File: src/fdl_pkg.sv
// fdl_pkg: shared constants for the fault diagnosis logic
package fdl_pkg;

  localparam int          NCH           = 2;
  localparam int          DATA_W        = 32;
  localparam int          ADDR_W        = 12;
  localparam int          SETP_W        = 12;

  // register byte addresses
  localparam logic [11:0] ADDR_DIAG     = 12'h000;
  localparam logic [11:0] ADDR_CONFIG   = 12'h004;
  localparam logic [11:0] ADDR_CHAN0    = 12'h008;
  localparam logic [11:0] ADDR_CHAN1    = 12'h00c;
  localparam logic [11:0] ADDR_LIVE     = 12'h010;

  // diagnosis flag positions, per channel c at base + c
  localparam int          DIAG_OVC      = 0;
  localparam int          DIAG_OPENLOAD_BYPASS_FLAG     = 2;
  localparam int          DIAG_OT       = 4;
  localparam int          DIAG_UV       = 6;
  localparam int          DIAG_RE       = 8;
  localparam int          DIAG_PUMP     = 10;
  localparam int          DIAG_BATOV    = 11;
  localparam int          DIAG_CRC      = 12;
  localparam int          DIAG_WDOG     = 13;

  // configuration register fields
  localparam int          CFG_CHMASK    = 0;
  localparam int          CFG_ENMASK    = 2;
  localparam int          CFG_ISEL      = 4;
  localparam logic [31:0] CFG_RESET     = 32'h0000_0007;

  // channel register: enable bit and setpoint
  localparam int          CH_EN         = 16;

  // timing
  localparam int          CLK_MHZ       = 200;
  localparam int          OPENLOAD_BYPASS_FLAG_CYC      = 8192;
  localparam int          OPENLOAD_BYPASS_FLAG_W        = 14;
  localparam int          REG_PWM_LIM   = 8;
  localparam int          READY_NS      = 100;
  localparam int          READY_CYC     = (READY_NS * CLK_MHZ + 999) / 1000;

endpackage : fdl_pkg

File: src/fdl_chan_mon.sv
// fdl_chan_mon: per-channel on-state open-load timer and regulation-error counter
`timescale 1ns/1ps
module fdl_chan_mon
  import fdl_pkg::*;
#(
  parameter int OPENLOAD_BYPASS_FLAG_DELAY = OPENLOAD_BYPASS_FLAG_CYC
) (
  input  wire logic pclk,
  input  wire logic presetn,
  input  wire logic chan_on,
  input  wire logic below_thresh,
  input  wire logic pwm_tick,
  input  wire logic integ_at_limit,
  output logic      openload_bypass_flag_event,
  output logic      reg_event
);

  logic [OPENLOAD_BYPASS_FLAG_W-1:0] low_cnt_q;
  logic [3:0]        pwm_cnt_q;

  always_ff @(posedge pclk or negedge presetn) begin
    if (!presetn) begin
      low_cnt_q <= '0;
    end else if (!chan_on || !below_thresh) begin
      low_cnt_q <= '0;
    end else if (low_cnt_q != OPENLOAD_BYPASS_FLAG_W'(OPENLOAD_BYPASS_FLAG_DELAY)) begin
      low_cnt_q <= low_cnt_q + OPENLOAD_BYPASS_FLAG_W'(1);
    end
  end

  assign openload_bypass_flag_event = chan_on && below_thresh && (low_cnt_q == OPENLOAD_BYPASS_FLAG_W'(OPENLOAD_BYPASS_FLAG_DELAY));

  // count pwm periods at the limit
  always_ff @(posedge pclk or negedge presetn) begin
    if (!presetn) begin
      pwm_cnt_q <= '0;
    end else if (!integ_at_limit) begin
      pwm_cnt_q <= '0;
    end else if (pwm_tick && pwm_cnt_q != 4'(REG_PWM_LIM + 1)) begin
      pwm_cnt_q <= pwm_cnt_q + 4'h1;
    end
  end

  assign reg_event = integ_at_limit && (pwm_cnt_q > 4'(REG_PWM_LIM));

endmodule : fdl_chan_mon

File: src/fdl_top.sv
// fdl_top: fault latching, channel shutdown, alert pin and APB registers
//
// The address map and the APB interface to the registers were left to the implementer.
`timescale 1ns/1ps
module fdl_top
  import fdl_pkg::*;
#(
  parameter int OPENLOAD_BYPASS_FLAG_DELAY = OPENLOAD_BYPASS_FLAG_CYC
) (
  input  wire logic              pclk,
  input  wire logic              presetn,
  input  wire logic              psel,
  input  wire logic              penable,
  input  wire logic              pwrite,
  input  wire logic [ADDR_W-1:0] paddr,
  input  wire logic [DATA_W-1:0] pwdata,
  output logic      [DATA_W-1:0] prdata,
  output logic                   pready,
  output logic                   pslverr,
  input  wire logic [NCH-1:0]    overcurrent_det,
  input  wire logic [NCH-1:0]    overtemp_det,
  input  wire logic [NCH-1:0]    supply_low_det,
  input  wire logic [NCH-1:0]    load_below_thresh,
  input  wire logic [NCH-1:0]    load_pin_fault,
  input  wire logic [NCH-1:0]    pwm_tick,
  input  wire logic [NCH-1:0]    integ_at_limit,
  input  wire logic              pump_low_det,
  input  wire logic              battery_over_det,
  input  wire logic              crc_error_event,
  input  wire logic              watchdog_event,
  input  wire logic              external_reset_pin_n,
  input  wire logic              enable_pin,
  input  wire logic              supply_reset_act,
  input  wire logic              clock_fault,
  output logic [NCH-1:0]         chan_drive_on,
  output logic [NCH-1:0]         diag_src_on,
  output logic [NCH-1:0]         diag_src_pullup,
  output logic                   alert_pin_n_o,
  output logic                   alert_pin_n_oe
);

  // ------------------------------------------------------------
  // state
  // ------------------------------------------------------------
  typedef enum logic [1:0] {
    FDL_PWRUP = 2'b00,
    FDL_RUN   = 2'b01
  } fdl_state_t;

  fdl_state_t              state_q;
  logic [7:0]              ready_cnt_q;
  logic [NCH-1:0]          overcurrent_flag_q;
  logic [NCH-1:0]          openload_bypass_flag_q;
  logic [NCH-1:0]          overtemp_flag_q;
  logic [NCH-1:0]          supply_low_flag_q;
  logic [NCH-1:0]          regulation_error_flag_q;
  logic                    pump_low_flag_q;
  logic                    battery_over_flag_q;
  logic                    crc_error_flag_q;
  logic                    watchdog_flag_q;
  logic [NCH-1:0]          chan_en_q;
  logic [SETP_W-1:0]       setpoint_q [NCH];
  logic [NCH-1:0]          channel_alert_mask_q;
  logic                    enable_pin_alert_mask_q;
  logic [NCH-1:0]          offstate_current_select_q;
  logic [NCH-1:0]          offstate_open_flag;
  logic [NCH-1:0]          chan_armed;
  logic [NCH-1:0]          openload_bypass_flag_event;
  logic [NCH-1:0]          reg_event;
  logic [NCH-1:0]          chan_kill;
  logic                    wr_acc;
  logic                    rd_acc;
  logic                    diag_rd;
  logic [DATA_W-1:0]       diag_word;
  logic [DATA_W-1:0]       rd_word;
  logic                    rd_err;
  logic                    alert_any;
  logic [DATA_W-1:0]       keep_mask;

  function automatic logic [2:0] fdl_decode(input logic [ADDR_W-1:0] a);
    if (a == ADDR_DIAG) begin
      return 3'h0;
    end else if (a == ADDR_CONFIG) begin
      return 3'h1;
    end else if (a == ADDR_CHAN0) begin
      return 3'h2;
    end else if (a == ADDR_CHAN1) begin
      return 3'h3;
    end else if (a == ADDR_LIVE) begin
      return 3'h4;
    end else begin
      return 3'h7;
    end
  endfunction : fdl_decode

  // ------------------------------------------------------------
  // apb access: single-cycle access phase, pready high only in the access phase
  // ------------------------------------------------------------
  assign wr_acc  = psel && penable && pwrite;
  assign rd_acc  = psel && penable && !pwrite;
  // clear at completion of the diagnosis read, and only the bits it reported
  assign diag_rd = rd_acc && (fdl_decode(paddr) == 3'h0);
  assign keep_mask = diag_rd ? ~prdata : '1;

  // ------------------------------------------------------------
  // per-channel monitors
  // ------------------------------------------------------------
  genvar c;
  generate
    for (c = 0; c < NCH; c++) begin : g_ch
      // armed means enabled with a nonzero setpoint
      assign chan_armed[c] = chan_en_q[c] && (setpoint_q[c] != '0);

      fdl_chan_mon #(
        .OPENLOAD_BYPASS_FLAG_DELAY (OPENLOAD_BYPASS_FLAG_DELAY)
      ) u_mon (
        .pclk           (pclk),
        .presetn        (presetn),
        // on-state check runs with the channel operating
        .chan_on        (chan_armed[c]),
        .below_thresh   (load_below_thresh[c]),
        .pwm_tick       (pwm_tick[c]),
        .integ_at_limit (integ_at_limit[c]),
        .openload_bypass_flag_event     (openload_bypass_flag_event[c]),
        .reg_event      (reg_event[c])
      );

      // live comparison, only meaningful with the source on
      assign offstate_open_flag[c] = diag_src_on[c] && load_pin_fault[c];

      // shutdown causes, crc excluded so channels keep running
      assign chan_kill[c] = (chan_armed[c] && overcurrent_det[c]) || openload_bypass_flag_event[c]
                          || overtemp_det[c] || supply_low_det[c]
                          || pump_low_det || battery_over_det;
    end
  endgenerate

  // ------------------------------------------------------------
  // latched flags: a set in the clearing cycle wins
  // ------------------------------------------------------------
  // overcurrent latch and read clear
  always_ff @(posedge pclk or negedge presetn) begin
    if (!presetn) begin
      overcurrent_flag_q <= '0;
    end else begin
      overcurrent_flag_q <= (overcurrent_flag_q & keep_mask[DIAG_OVC +: NCH])
                          | (chan_armed & overcurrent_det);
    end
  end

  // open-load flag, cleared only when condition gone
  always_ff @(posedge pclk or negedge presetn) begin
    if (!presetn) begin
      openload_bypass_flag_q <= '0;
    end else begin
      openload_bypass_flag_q <= openload_bypass_flag_event | (openload_bypass_flag_q
                                & (keep_mask[DIAG_OPENLOAD_BYPASS_FLAG +: NCH] | load_below_thresh));
    end
  end

  always_ff @(posedge pclk or negedge presetn) begin
    if (!presetn) begin
      overtemp_flag_q <= '0;
    end else begin
      overtemp_flag_q <= (overtemp_flag_q & keep_mask[DIAG_OT +: NCH]) | overtemp_det;
    end
  end

  // supply flags latched until read and back in range
  always_ff @(posedge pclk or negedge presetn) begin
    if (!presetn) begin
      supply_low_flag_q   <= '0;
      pump_low_flag_q     <= 1'b0;
      battery_over_flag_q <= 1'b0;
    end else begin
      supply_low_flag_q   <= (supply_low_flag_q & keep_mask[DIAG_UV +: NCH]) | supply_low_det;
      pump_low_flag_q     <= (pump_low_flag_q & keep_mask[DIAG_PUMP]) | pump_low_det;
      battery_over_flag_q <= (battery_over_flag_q & keep_mask[DIAG_BATOV]) | battery_over_det;
    end
  end

  always_ff @(posedge pclk or negedge presetn) begin
    if (!presetn) begin
      crc_error_flag_q        <= 1'b0;
      regulation_error_flag_q <= '0;
      watchdog_flag_q         <= 1'b0;
    end else begin
      crc_error_flag_q        <= (crc_error_flag_q & keep_mask[DIAG_CRC]) | crc_error_event;
      regulation_error_flag_q <= (regulation_error_flag_q & keep_mask[DIAG_RE +: NCH]) | reg_event;
      // watchdog status clears only by reset
      watchdog_flag_q         <= watchdog_flag_q | watchdog_event;
    end
  end

  // ------------------------------------------------------------
  // channel control registers
  // ------------------------------------------------------------
  generate
    for (c = 0; c < NCH; c++) begin : g_ctl
      // shutdown clears enable and setpoint, host must re-arm
      always_ff @(posedge pclk or negedge presetn) begin
        if (!presetn) begin
          chan_en_q[c]  <= 1'b0;
          setpoint_q[c] <= '0;
        end else if (chan_kill[c]) begin
          chan_en_q[c]  <= 1'b0;
          setpoint_q[c] <= '0;
        end else if (wr_acc && fdl_decode(paddr) == 3'(2 + c)) begin
          chan_en_q[c]  <= pwdata[CH_EN];
          setpoint_q[c] <= pwdata[SETP_W-1:0];
        end
      end
    end
  endgenerate

  always_ff @(posedge pclk or negedge presetn) begin
    if (!presetn) begin
      channel_alert_mask_q      <= CFG_RESET[CFG_CHMASK +: NCH];
      enable_pin_alert_mask_q   <= CFG_RESET[CFG_ENMASK];
      offstate_current_select_q <= CFG_RESET[CFG_ISEL +: NCH];
    end else if (wr_acc && fdl_decode(paddr) == 3'h1) begin
      channel_alert_mask_q      <= pwdata[CFG_CHMASK +: NCH];
      enable_pin_alert_mask_q   <= pwdata[CFG_ENMASK];
      offstate_current_select_q <= pwdata[CFG_ISEL +: NCH];
    end
  end

  // ------------------------------------------------------------
  // drive outputs
  // ------------------------------------------------------------
  always_ff @(posedge pclk or negedge presetn) begin
    if (!presetn) begin
      chan_drive_on   <= '0;
      diag_src_on     <= '0;
      diag_src_pullup <= '0;
    end else begin
      chan_drive_on   <= chan_armed & ~chan_kill;
      for (int i = 0; i < NCH; i++) begin
        // source only while enabled at zero setpoint
        diag_src_on[i] <= chan_en_q[i] && (setpoint_q[i] == '0) && !chan_kill[i];
      end
      // select 1 picks the pull-up source
      diag_src_pullup <= offstate_current_select_q;
    end
  end

  // ------------------------------------------------------------
  // alert pin
  // ------------------------------------------------------------
  // or of unmasked faults only
  assign alert_any = |(channel_alert_mask_q & (overtemp_flag_q | overcurrent_flag_q
                                               | supply_low_flag_q | openload_bypass_flag_q))
                   || (enable_pin_alert_mask_q && !enable_pin)
                   || !external_reset_pin_n || supply_reset_act || clock_fault
                   || battery_over_flag_q || watchdog_flag_q;

  // hold the pin low for a short ready delay after reset
  always_ff @(posedge pclk or negedge presetn) begin
    if (!presetn) begin
      state_q     <= FDL_PWRUP;
      ready_cnt_q <= '0;
    end else begin
      case (state_q)
        FDL_PWRUP: begin
          if (ready_cnt_q == 8'(READY_CYC - 1)) begin
            state_q <= FDL_RUN;
          end
          ready_cnt_q <= ready_cnt_q + 8'h01;
        end
        default: begin
          state_q <= FDL_RUN;
        end
      endcase
    end
  end

  always_ff @(posedge pclk or negedge presetn) begin
    if (!presetn) begin
      alert_pin_n_o  <= 1'b0;
      alert_pin_n_oe <= 1'b1;
    end else begin
      alert_pin_n_o  <= 1'b0;
      alert_pin_n_oe <= (state_q == FDL_PWRUP) || alert_any;
    end
  end

  // ------------------------------------------------------------
  // read data
  // ------------------------------------------------------------
  always_comb begin
    diag_word = '0;
    diag_word[DIAG_OVC +: NCH]  = overcurrent_flag_q;
    diag_word[DIAG_OPENLOAD_BYPASS_FLAG +: NCH] = openload_bypass_flag_q;
    diag_word[DIAG_OT +: NCH]   = overtemp_flag_q;
    diag_word[DIAG_UV +: NCH]   = supply_low_flag_q;
    diag_word[DIAG_RE +: NCH]   = regulation_error_flag_q;
    diag_word[DIAG_PUMP]        = pump_low_flag_q;
    diag_word[DIAG_BATOV]       = battery_over_flag_q;
    diag_word[DIAG_CRC]         = crc_error_flag_q;
    diag_word[DIAG_WDOG]        = watchdog_flag_q;
  end

  always_comb begin
    rd_word = '0;
    rd_err  = 1'b0;
    case (fdl_decode(paddr))
      3'h0: rd_word = diag_word;
      3'h1: begin
        rd_word[CFG_CHMASK +: NCH] = channel_alert_mask_q;
        rd_word[CFG_ENMASK]        = enable_pin_alert_mask_q;
        rd_word[CFG_ISEL +: NCH]   = offstate_current_select_q;
      end
      3'h2: begin
        rd_word[CH_EN]        = chan_en_q[0];
        rd_word[SETP_W-1:0]   = setpoint_q[0];
      end
      3'h3: begin
        rd_word[CH_EN]        = chan_en_q[1];
        rd_word[SETP_W-1:0]   = setpoint_q[1];
      end
      3'h4: rd_word[NCH-1:0] = offstate_open_flag;
      default: rd_err = 1'b1;
    endcase
  end

  always_ff @(posedge pclk or negedge presetn) begin
    if (!presetn) begin
      prdata  <= '0;
      pready  <= 1'b0;
      pslverr <= 1'b0;
    end else begin
      // answer registered in the setup cycle, valid through the access phase
      pready  <= psel && !penable;
      prdata  <= (psel && !penable && !pwrite) ? rd_word : '0;
      pslverr <= psel && !penable && rd_err;
    end
  end

endmodule : fdl_top

File: config.mk
export PLATFORM = sky130hd
export DESIGN_NAME = fdl_top
export DESIGN_NICKNAME = d
export VERILOG_FILES = /design/src/fdl_pkg.sv /design/src/fdl_chan_mon.sv /design/src/fdl_top.sv
export SDC_FILE = /design/constraint.sdc
export NUM_CORES = 1
export LEC_CHECK = 0
export BUFFER_PORTS_ARGS = -buffer_cell sky130_fd_sc_hd__buf_2
export CORE_ASPECT_RATIO = 0.5
export CORE_UTILIZATION = 55
export DETAILED_ROUTE_END_ITERATION = 6
export GPL_TIMING_DRIVEN = 0
export PLACE_DENSITY_LB_ADDON = 0.3
export SKIP_CTS_REPAIR_TIMING = 1
export SLEW_MARGIN = 5
export SYNTH_ARGS = -nofsm -noshare
export SYNTH_HDL_FRONTEND = slang
export SYNTH_SLANG_ARGS = --single-unit
File: constraint.sdc
create_clock -name pclk -period 2.2 [get_ports pclk]
set_input_delay 0.22 -clock pclk [delete_from_list [all_inputs] [get_ports pclk]]
set_output_delay 0.22 -clock pclk [all_outputs]
set_load 0.05 [all_outputs]
==> reports/metrics.yaml, run 1 <==
synthesis:
  synth_cell_types: 54
  yosys-mux-area-fraction_pct: 5.13
  async_flop_share_pct: 100
  syn-mean-instance-area_sq_um: 10.4
  synth-seq-cells: 114
  ys_seq_area_share_pct: 49.9
  synthTopCellsByArea: "dfrtp_1 48%, a22oi_1 4.3%, nand3_1 3.4%, nand4_1 2.8%, xnor2_1 2.8%"
  yosys-top-cells-count: "110 x dfrtp_1, 40 x nor2_1, 39 x nand3_1, 33 x a22oi_1, 26 x nand4_1"
  synth_flop_cell: "dfrtp_1"
  synth_top_family_by_area: "simple AND/OR/NAND/NOR gates"
  synth_cells: 551
  synth_xor_area_share_pct: 4.89
  synth_most_common_cell: "dfrtp_1"
  synthAdderAreaFrac_pct: 2.40
  synth_edf_count: 0
  yosys.area.top_type: "dfrtp_1"
  syn_area_sq_um: 5730
  yosysTopAreaCellShare_pct: 48.0
  synthSimpleGateAreaFrac_pct: 19.7
  synth_compound_area_share_pct: 11.9
  yosys_warnings: 0
clock_tree:
  cts_max_level: 4
  ctsLongestPathBuffers: 2
  cts_tree: "done"
  clock_latency_ns: 0.41
  clkTransAtPathRegs_ns: 0.05
  cts_made_buffers: 17
  cts-root-buf: "clkbuf_16"
  clock_sinks: 114
route:
  wl_per_cell_um: 17.0
  viasPerCell: 5.82
  drt_iter0_markers: 416
  vias: 4704
  first_pass_iters: 5
  ant_nets: 0
  drc: 0
  routed_wl_um: 13800
critical_path:
  setup.worst_path.class: "reg -> reg"
  start_kind: "register"
  path_max_fanout: 10
  end_kind: "register"
  cp_data_arrival_time_ns: 2.32
  rr_endpoint: "setpoint_q[23]$_DFFE_PN0P_"
  cp.required_ns: 2.46
  r2r-start: "g_ch[0].u_mon.low_cnt_q[0]$_DFFE_PN0N_"
  regToRegSetupSlack_ns: 0.14
  worst-r2r-cell-count: 7
timing:
  hold_ws_ns: -0.00181
  fmax_mhz: 485
  setup_ws_ns: 0.139
  setup_violations: 0
  maxSlewHeadroom_pct: 52.6
  period_share_pct: 93.7
  slew_viol_final: 0
  clock_skew_ns: 0.00913
  hold_viol: 1
  rsz0062_at_grt: "no"
  finalCriticalPeriod_ns: 2.06
  worst_pin_slew_ns: 0.705
min_path:
  hold_path_depth: 2
  hold_path_class: "in -> reg"
  hold_start: "crc_error_event"
  hold-path-endpoint: "crc_error_flag_q$_DFF_PN0_"
final_layout:
  final_core_util_pct: 71.8
  n_antenna_cell: 0
  fin_nets: 742
  drive_above_1_share_pct: 24.1
  syn_to_final_growth_pct: 22.3
floorplanning:
  initial_core_util_pct: 58.7
  io_pins: 113
  die_height_um: 74.2
  rows: 25
  chipWidth_um: 146
  core_sq_um: 9760
  die-area_sq_um: 10900
global_route:
  grt_pass1_vias: 4553
  grt_first_pass_wirelength_um: 22500
  grt_overflow: 0
  antenna_found_initial: 0
  met2_usage_pct: 45.0
  gr-usage-met1_pct: 34.8
  use_met3_pct: 5.71
  busiest_layer: "met2"
  grt_start_max_net_pins: 93
  grt_use_total_pct: 26.9
power:
  p_int_w: 0.00419
  switching_share_pct: 21.9
  switchingPower_w: 0.00118
  power.density_nw_per_um2: 767
  p_leak_nw: 3.06
  ir_worst_vdd_mv: 0.527
  clockPowerShare_pct: 54.6
  total_power_w: 0.00537
  combPwrFrac_pct: 6.0
  seqPwrFrac_pct: 39.5
placed_design:
  dp_hpwl_um: 9610
  io_buffer_count: 74
  place_congestion: 0.882
  place_worst_setup_slack_ns: -0.118
run:
  cap_violations: 0
status:
  outcome: "finished, violations left"
  violations: "negative hold slack"
[layout make-up]
type | instances | area [sq um]
inverters | 20 | 75.1
well taps | 135 | 169
flip-flops and latches | 114 | 2860
repair buffers | 76 | 414
multi-input cells | 386 | 2600
plain buffers | 45 | 262
clock inverters | 9 | 153
fillers | 709 | 2750
clock buffers | 23 | 478
[worst max-delay path by stage]
stage,startpoint,to,slack [ns],cells after the start
after floorplan,g_ch[1].u_mon.low_cnt_q[0]$_DFFE_PN0N_,chan_en_q[1]$_DFFE_PN0P_,0.29,8
after global placement,presetn,ready_cnt_q[7]$_DFFE_PN0N_,-0.42,1
final,g_ch[0].u_mon.low_cnt_q[0]$_DFFE_PN0N_,setpoint_q[23]$_DFFE_PN0P_,0.14,7
after global routing,g_ch[1].u_mon.low_cnt_q[0]$_DFFE_PN0N_,setpoint_q[6]$_DFFE_PN0P_,0.02,7
after detailed placement,g_ch[0].u_mon.low_cnt_q[0]$_DFFE_PN0N_,setpoint_q[23]$_DFFE_PN0P_,-0.12,8
after CTS,g_ch[0].u_mon.low_cnt_q[0]$_DFFE_PN0N_,setpoint_q[23]$_DFFE_PN0P_,-0.16,8
[per-stage QoR]
step                      hold WS (ns)  cell area [sq um]  TNS, ns  instances
final                         -0.00181               7010        0        808
after CTS                       -0.340               7000    -2.38        810
after detailed placement        0.0850               6370    -1.77        778
after global routing           0.00169               7010        0        808
after global placement           0.405               6330   -46.16        777
after floorplan                -0.0756               5790        0        568
[logic make-up (layout without fill, tap and decap cells)]
family	count (synthesis)	after routing
xor+xnor	32	32
fa+ha+maj	11	11
mux	24	24
other cells	1	18
buf+inv	68	173
simple gates	199	199
flops	114	114
compound gates	102	102
[cell usage in the layout, fill, tap and decap left out, drive strengths merged, types with 3 or more instances in the layout]
| master | synthesis | routed |
|---|---|---|
| buf | 25 | 102 |
| mux4 | 3 | 3 |
| nor2 | 40 | 40 |
| dfrtp | 110 | 110 |
| conb | 1 | 18 |
| nand2b | 6 | 6 |
| nor3b | 4 | 4 |
| a21o | 8 | 8 |
| nand3 | 39 | 39 |
| mux2 | 13 | 13 |
| nand3b | 3 | 3 |
| nor3 | 8 | 8 |
| nor4 | 11 | 11 |
| and4 | 7 | 7 |
| dfstp | 4 | 4 |
| clkbuf | 23 | 41 |
| o21ai | 32 | 32 |
| a22oi | 33 | 33 |
| ha | 11 | 11 |
| xnor2 | 18 | 18 |
| nor4b | 4 | 4 |
| or4 | 6 | 6 |
| bufinv | 0 | 4 |
| xor2 | 14 | 14 |
| clkinvlp | 0 | 3 |
| or3b | 3 | 3 |
| o31ai | 3 | 3 |
| and3 | 10 | 10 |
| inv | 20 | 20 |
| a21oi | 8 | 8 |
| a32o | 3 | 3 |
| mux2i | 8 | 8 |
| and2 | 8 | 8 |
| nand4 | 26 | 26 |
| nand2 | 17 | 17 |
[power groups by stage]
stage	Combinational [W]	Clock, W	Sequential, W
2_1_floorplan	0.000172	0	0.00216
3_3_place_gp	0.000304	0	0.00216
3_5_place_dp	0.000316	0	0.00216
4_1_cts	0.000318	0.00295	0.00212
5_1_grt	0.000348	0.00305	0.00212
6_report	0.000321	0.00293	0.00212
[worst max-delay path, stage by stage (launching register included)]
cell and delay (ns):
dfrtp_1 0.39, inv_1 0.10, ha_1 0.15, nor4b_1 0.23, and4_1 0.37, a211o_1 0.28
buf_2 0.26, a22oi_1 0.13
[flip-flops by register name (all words and copies together), names as in the netlist, 2 cells and up]
name	count
ready_cnt_q	8
g_ch.u_mon.low_cnt_q	28
overtemp_flag_q	2
prdata	15
supply_low_flag_q	2
chan_drive_on	2
channel_alert_mask_q	2
g_ch.u_mon.pwm_cnt_q	8
chan_en_q	2
openload_bypass_flag_q	2
diag_src_on	2
regulation_error_flag_q	2
overcurrent_flag_q	2
offstate_current_select_q	2
setpoint_q	24
diag_src_pullup	2
[layer usage]
| metal | share of wire [%] | up-vias | wire length (um) |
|---|---|---|---|
| met5 | 0 | - | 0 |
| met4 | 2.0 | 0 | 274 |
| met3 | 6.1 | 27 | 843 |
| met2 | 48 | 164 | 6680 |
| met1 | 43 | 2317 | 5980 |
| li1 | - | 2196 | - |
Note: power is estimated with default switching activity, not from simulation.
==> run 2, diff against run 1 <==
RECOVER_POWER = 100   (was unset)
==> run 2 against run 1 <==
Highest routed layer unchanged. Total power about the same. Routed wire length increased by 0.46%. Combinational power about the same. Critical path depth unchanged. Clock-buffer cell count unchanged. Global-route usage unchanged. The run now ends clean. Clock skew increased by 0.00082 ns. Worst hold slack improved by 0.0046 ns.
==> reports/metrics.yaml, run 2 (synthesis results as in run 1) <==
status:
  outcome: "complete, no violations"
run:
  cap_violations: 0  # unchanged
final_layout:
  largestRegisters: "g_ch.u_mon.low_cnt_q (28), setpoint_q (24), prdata (15)"
  most-common-layout-cells: "110 x dfrtp_1, 52 x buf_2, 48 x clkbuf_1, 40 x nor2_1, 39 x nand3_1"
  top_register: "g_ch.u_mon.low_cnt_q"
  drive_above_1_share_pct: 19.9  # -4.2 points
  fillers: 717  # +1.1%
  stdcell_area_sq_um: 6960  # -0.71%
  fin_nets: 742  # unchanged
  syn_to_final_growth_pct: 21.4
  largest_reg_flops: 28  # unchanged
  layout_commonest_cell: "dfrtp_1"
  ff_latch_area_sq_um: 2860  # unchanged
  n_antenna_cell: 0  # unchanged
  multi_input_area_sq_um: 2590  # -0.34%
critical_path:
  startpoint: "g_ch[0].u_mon.low_cnt_q[0]$_DFFE_PN0N_"
  cp_data_arrival_time_ns: 2.34  # +0.02 ns
  end_kind: "register"
  start_kind: "register"
  crit_end: "setpoint_q[23]$_DFFE_PN0P_"
  path_buf_inv: 2  # unchanged
  crit_path_top_delay_cell: "dfrtp_1"
  setup.worst_path.class: "reg -> reg"
  regToRegSetupSlack_ns: 0.11  # -0.03 ns
  r2r-start: "g_ch[0].u_mon.low_cnt_q[0]$_DFFE_PN0N_"
  cp_slowest_stage_delay_ns: 0.39  # about the same
  path_max_fanout: 10  # unchanged
  cp.required_ns: 2.46  # about the same
  cp_top_family: "simple AND/OR/NAND/NOR gates"
  rr_endpoint: "setpoint_q[23]$_DFFE_PN0P_"
  cp.depth: 7  # unchanged
  cp_cell_sequence: "inv_1 -> ha_1 -> nor4b_1 -> and4_1 -> a211o_1 -> clkbuf_2 -> a22oi_1"
  worst-r2r-cell-count: 7  # unchanged
timing:
  rsz0062_at_grt: "no"
  period_share_pct: 95.0  # +1.3 points
  clock_skew_ns: 0.00995  # +0.000817 ns
  hold_viol: 0  # -1
  fmax_mhz: 479  # -1.4%
  hold_ws_ns: 0.00275  # +0.00455 ns
  slew_viol_final: 0  # unchanged
  worst_pin_slew_ns: 1.30  # +0.599 ns
  maxSlewHeadroom_pct: 13.1  # -40 points
  setup_violations: 0  # unchanged
  fin_tns_setup_ns: 0  # unchanged
  finalCriticalPeriod_ns: 2.09  # +0.0287 ns
power:
  ir_worst_vdd_mv: 0.521  # -1.2%
  power.density_nw_per_um2: 772  # +0.63%
  total_power_w: 0.00537  # about the same
  p_leak_nw: 2.93  # -4.1%
placed_design:
  placed_cell_area_sq_um: 6370  # unchanged
  dp_hpwl_um: 9610  # unchanged
  place_congestion: 0.882  # unchanged
  io_buffer_count: 74  # unchanged
clock_tree:
  clock_sinks: 114  # unchanged
  ctsLongestPathBuffers: 2  # unchanged
  cts-root-buf: "clkbuf_16"
  cts_tree: "done"
  cts_max_level: 4  # unchanged
  cts_made_buffers: 17  # unchanged
  clock_latency_ns: 0.40  # about the same
  clkTransAtPathRegs_ns: 0.05  # about the same
floorplanning:
  initial_core_util_pct: 58.7  # unchanged
  die-area_sq_um: 10900  # unchanged
  io_pins: 113  # unchanged
  core_sq_um: 9760  # unchanged
  rows: 25  # unchanged
  chipWidth_um: 146  # unchanged
  die_height_um: 74.2  # unchanged
global_route:
  grt_start_max_net_pins: 93  # unchanged
  grt_use_total_pct: 26.9  # unchanged
  grt_first_pass_wirelength_um: 22500  # unchanged
  antenna_found_initial: 0  # unchanged
  grt_pass1_vias: 4553  # unchanged
  grt_overflow: 0  # unchanged
route:
  routed_wl_um: 13800  # +0.46%
  drt_iter0_markers: 410  # -1.4%
  wl_per_cell_um: 17.1  # +0.46%
  ant_nets: 0  # unchanged
  first_pass_iters: 5  # unchanged
  viasPerCell: 5.89  # +1.3%
  vias: 4763  # +1.3%
  drc: 0  # unchanged
min_path:
  hold_path_class: "in -> reg"
## run 2: cell types whose count changed in the layout (fill, tap and decap cells not counted)
cell / previous run / this run
and2_0: 0 / 5
clkbuf_2: 1 / 2
and2_1: 8 / 3
buf_2: 80 / 52
buf_6: 3 / 2
nor4_2: 2 / 3
clkbuf_1: 20 / 48
nor4_4: 1 / 0
## run 2: how the worst min path moves through the flow
stage          cells after the start       startpoint                       endpoint
3_3_place_gp                       2  crc_error_event     crc_error_flag_q$_DFF_PN0_
2_1_floorplan                      0          presetn  battery_over_flag_q$_DFF_PN0_
5_1_grt                            2   watchdog_event      watchdog_flag_q$_DFF_PN0_
3_5_place_dp                       1          presetn     setpoint_q[22]$_DFFE_PN0P_
4_1_cts                            1          presetn      setpoint_q[9]$_DFFE_PN0P_
6_report                           2  crc_error_event     crc_error_flag_q$_DFF_PN0_
## run 2: final cells by class
| cell class | count | area share (%) |
|---|---|---|
| inverter | 20 | 1.08 |
| timing repair buffer | 76 | 5.40 |
| sequential | 114 | 41.1 |
| multi-input combinational | 386 | 37.2 |
| clock inverter | 9 | 2.19 |
| clock buffer | 23 | 6.87 |
| tap | 135 | 2.43 |
| buffer | 45 | 3.72 |
## run 2: power by group
group,internal [W],switching (W),total [W]
logic,0.000101,0.000217,0.000318
clock network,0.00198,0.000947,0.00293
registers,0.00211,0.0000112,0.00212
## run 2: metrics by stage
stage / cells / util [%] / setup WS, ns
after floorplan: 568 / - / 0.289
after global placement: 777 / 64.9 / -0.424
after detailed placement: 778 / 65.2 / -0.118
after CTS: 810 / 71.7 / -0.161
after global routing: 808 / 71.3 / 0.0140
final: 808 / 71.3 / 0.111
## run 2: layer usage
layer	wire length (um)	track usage, %	share of wire, %	up-vias
li1	-	-	-	2197
met1	6050	34.8	44	2343
met2	6670	45.0	48	199
met3	877	5.71	6.3	24
met4	245	11.8	1.8	0
met5	0	0	0	-
## run 2: worst register-to-register path, delay by kind of cell (launching register included)
kind | cells | cell delay, ns
AND/OR/NAND/NOR | 2 | 0.60
flip-flops | 1 | 0.39
buffers and inverters | 2 | 0.38
adder cells (fa/ha/maj) | 1 | 0.15
AO/OA/AOI/OAI | 2 | 0.42
==> run 3, diff against run 2 <==
RECOVER_POWER = 50   (was 100)
==> run 3 against run 2 <==
Die area did not move. Critical path depth did not move. Clock skew fell by 0.00074 ns. Worst hold slack got worse by 0.0010 ns. Non-clock buffer count did not move. Setup slack improved by 0.032 ns. Total power barely moved. Largest power group unchanged.
==> reports/metrics.yaml, run 3 (synthesis results as in run 1) <==
power:
  p_leak_nw: 3.05  # +3.9%
  clockPowerShare_pct: 54.5  # about the same
  p_int_w: 0.00419  # about the same
  seqPwrFrac_pct: 39.5  # about the same
  switchingPower_w: 0.00117  # -0.23%
  ir_worst_vdd_mv: 0.520  # -0.11%
  power.density_nw_per_um2: 767  # -0.62%
  switching_share_pct: 21.9  # -0.043 points
  combPwrFrac_pct: 6.0  # about the same
final_layout:
  drive_above_1_share_pct: 23.8  # +3.9 points
  syn_to_final_growth_pct: 22.1
  most-common-layout-cells: "110 x dfrtp_1, 79 x buf_2, 40 x nor2_1, 39 x nand3_1, 33 x a22oi_1"
  largestRegisters: "g_ch.u_mon.low_cnt_q (28), setpoint_q (24), prdata (15)"
  top_register: "g_ch.u_mon.low_cnt_q"
  layout_commonest_cell: "dfrtp_1"
  final_core_util_pct: 71.7  # +0.42 points
  fillers: 709  # -1.1%
  fin_nets: 742  # unchanged
  largest_reg_flops: 28  # unchanged
  n_antenna_cell: 0  # unchanged
critical_path:
  setup.worst_path.class: "reg -> reg"
  cp_data_arrival_time_ns: 2.31  # -0.03 ns
  cp.required_ns: 2.46  # about the same
  cp_slowest_stage_delay_ns: 0.39  # about the same
  path_buf_inv: 2  # unchanged
  crit_path_top_delay_cell: "dfrtp_1"
  cp_cell_sequence: "inv_1 -> ha_1 -> nor4b_1 -> and4_1 -> a211o_1 -> buf_2 -> a22oi_1"
  path_max_fanout: 10  # unchanged
  start_kind: "register"
  end_kind: "register"
  cp_top_family: "simple AND/OR/NAND/NOR gates"
clock_tree:
  clock_latency_ns: 0.40  # about the same
  clkTransAtPathRegs_ns: 0.05  # about the same
  cts_tree: "done"
  ctsLongestPathBuffers: 2  # unchanged
  cts_max_level: 4  # unchanged
  cts_made_buffers: 17  # unchanged
  cts-root-buf: "clkbuf_16"
  clock_sinks: 114  # unchanged
route:
  vias: 4722  # -0.86%
  viasPerCell: 5.84  # -0.86%
  wl_per_cell_um: 17.1  # -0.38%
  wl_met3_um: 829  # -5.5%
  ant_nets: 0  # unchanged
  drc: 0  # unchanged
  highest_layer: "met4"
  met1_length_um: 6020  # -0.48%
  routed_wl_um: 13800  # -0.38%
  first_pass_iters: 5  # unchanged
  wl_met2_um: 6660  # -0.12%
  drt_iter0_markers: 377  # -8.0%
global_route:
  grt_first_pass_wirelength_um: 22500  # unchanged
  antenna_found_initial: 0  # unchanged
  grt_pass1_vias: 4553  # unchanged
  grt_use_total_pct: 26.9  # unchanged
  grt_start_max_net_pins: 93  # unchanged
  grt_overflow: 0  # unchanged
timing:
  hold_ws_ns: 0.00172  # -0.00103 ns
  setup_violations: 0  # unchanged
  clock_skew_ns: 0.00921  # -0.000741 ns
  maxSlewHeadroom_pct: 12.9  # -0.20 points
  worst_pin_slew_ns: 1.31  # +0.00304 ns
  setup_ws_ns: 0.142  # +0.0316 ns
  fmax_mhz: 486  # +1.5%
  rsz0062_at_grt: "no"
  fin_tns_setup_ns: 0  # unchanged
  hold_viol: 0  # unchanged
  finalCriticalPeriod_ns: 2.06  # -0.0316 ns
  slew_viol_final: 0  # unchanged
  period_share_pct: 93.5  # -1.4 points
placed_design:
  dp_hpwl_um: 9610  # unchanged
  place_worst_setup_slack_ns: -0.118  # unchanged
  place_congestion: 0.882  # unchanged
  io_buffer_count: 74  # unchanged
floorplanning:
  initial_core_util_pct: 58.7  # unchanged
  rows: 25  # unchanged
  chipWidth_um: 146  # unchanged
  io_pins: 113  # unchanged
  die_height_um: 74.2  # unchanged
  die-area_sq_um: 10900  # unchanged
  core_sq_um: 9760  # unchanged
run:
  cap_violations: 0  # unchanged
min_path:
  hold_path_class: "in -> reg"
status:
  outcome: "complete, no violations"
==> run 3: changes by cell type in the layout (fill, tap and decap cells not counted), moves of 3 or more <==
cell,previous run,this run
clkbuf_1,48,22
buf_2,52,79
and2_1,3,6
and2_0,5,2
==> run 3: final timing paths <==
kind                       depth (start not counted)                            to  slack, ns                                     start
hold reg to reg                                    0  diag_src_pullup[0]$_DFF_PN0_       0.43  offstate_current_select_q[0]$_DFFE_PN0P_
setup / recovery                                   7    setpoint_q[23]$_DFFE_PN0P_       0.14    g_ch[0].u_mon.low_cnt_q[0]$_DFFE_PN0N_
max in group asynchronous                          3      alert_pin_n_oe$_DFF_PN1_       0.49                                   presetn
setup reg to reg                                   7    setpoint_q[23]$_DFFE_PN0P_       0.14    g_ch[0].u_mon.low_cnt_q[0]$_DFFE_PN0N_
hold / removal                                     2    crc_error_flag_q$_DFF_PN0_      0.002                           crc_error_event
min in group asynchronous                          2     setpoint_q[9]$_DFFE_PN0P_       0.64                                   presetn
==> run 3: stage by stage <==
step                      power, W  area, sq um  instances
final                      0.00537         7000        808
after global routing       0.00552         7000        808
after CTS                  0.00538         7000        810
after detailed placement   0.00247         6370        778
after global placement     0.00246         6330        777
after floorplan            0.00233         5790        568
==> run 3: final cells by class <==
cell class	count	area, sq um	share of cell area (%)
clock buffer	23	478	6.83
clock inverter	9	153	2.18
timing repair buffer	76	405	5.79
multi-input combinational	386	2600	37.1
inverter	20	75.1	1.07
buffer	45	262	3.74
tap	135	169	2.41
sequential	114	2860	40.8
==> run 3: power groups by stage <==
stage               combinational [W]  sequential, W  clock (W)
finish                       0.000320        0.00212    0.00293
global placement             0.000304        0.00216          0
detailed placement           0.000316        0.00216          0
CTS                          0.000318        0.00212    0.00295
global route                 0.000346        0.00212    0.00305
floorplan                    0.000172        0.00216          0
==> run 3: per-layer routing <==
layer / up-vias / track usage, %
met5: - / 0
met4: 0 / 11.8
met3: 28 / 5.71
met2: 180 / 45.0
met1: 2312 / 34.8
li1: 2202 / -
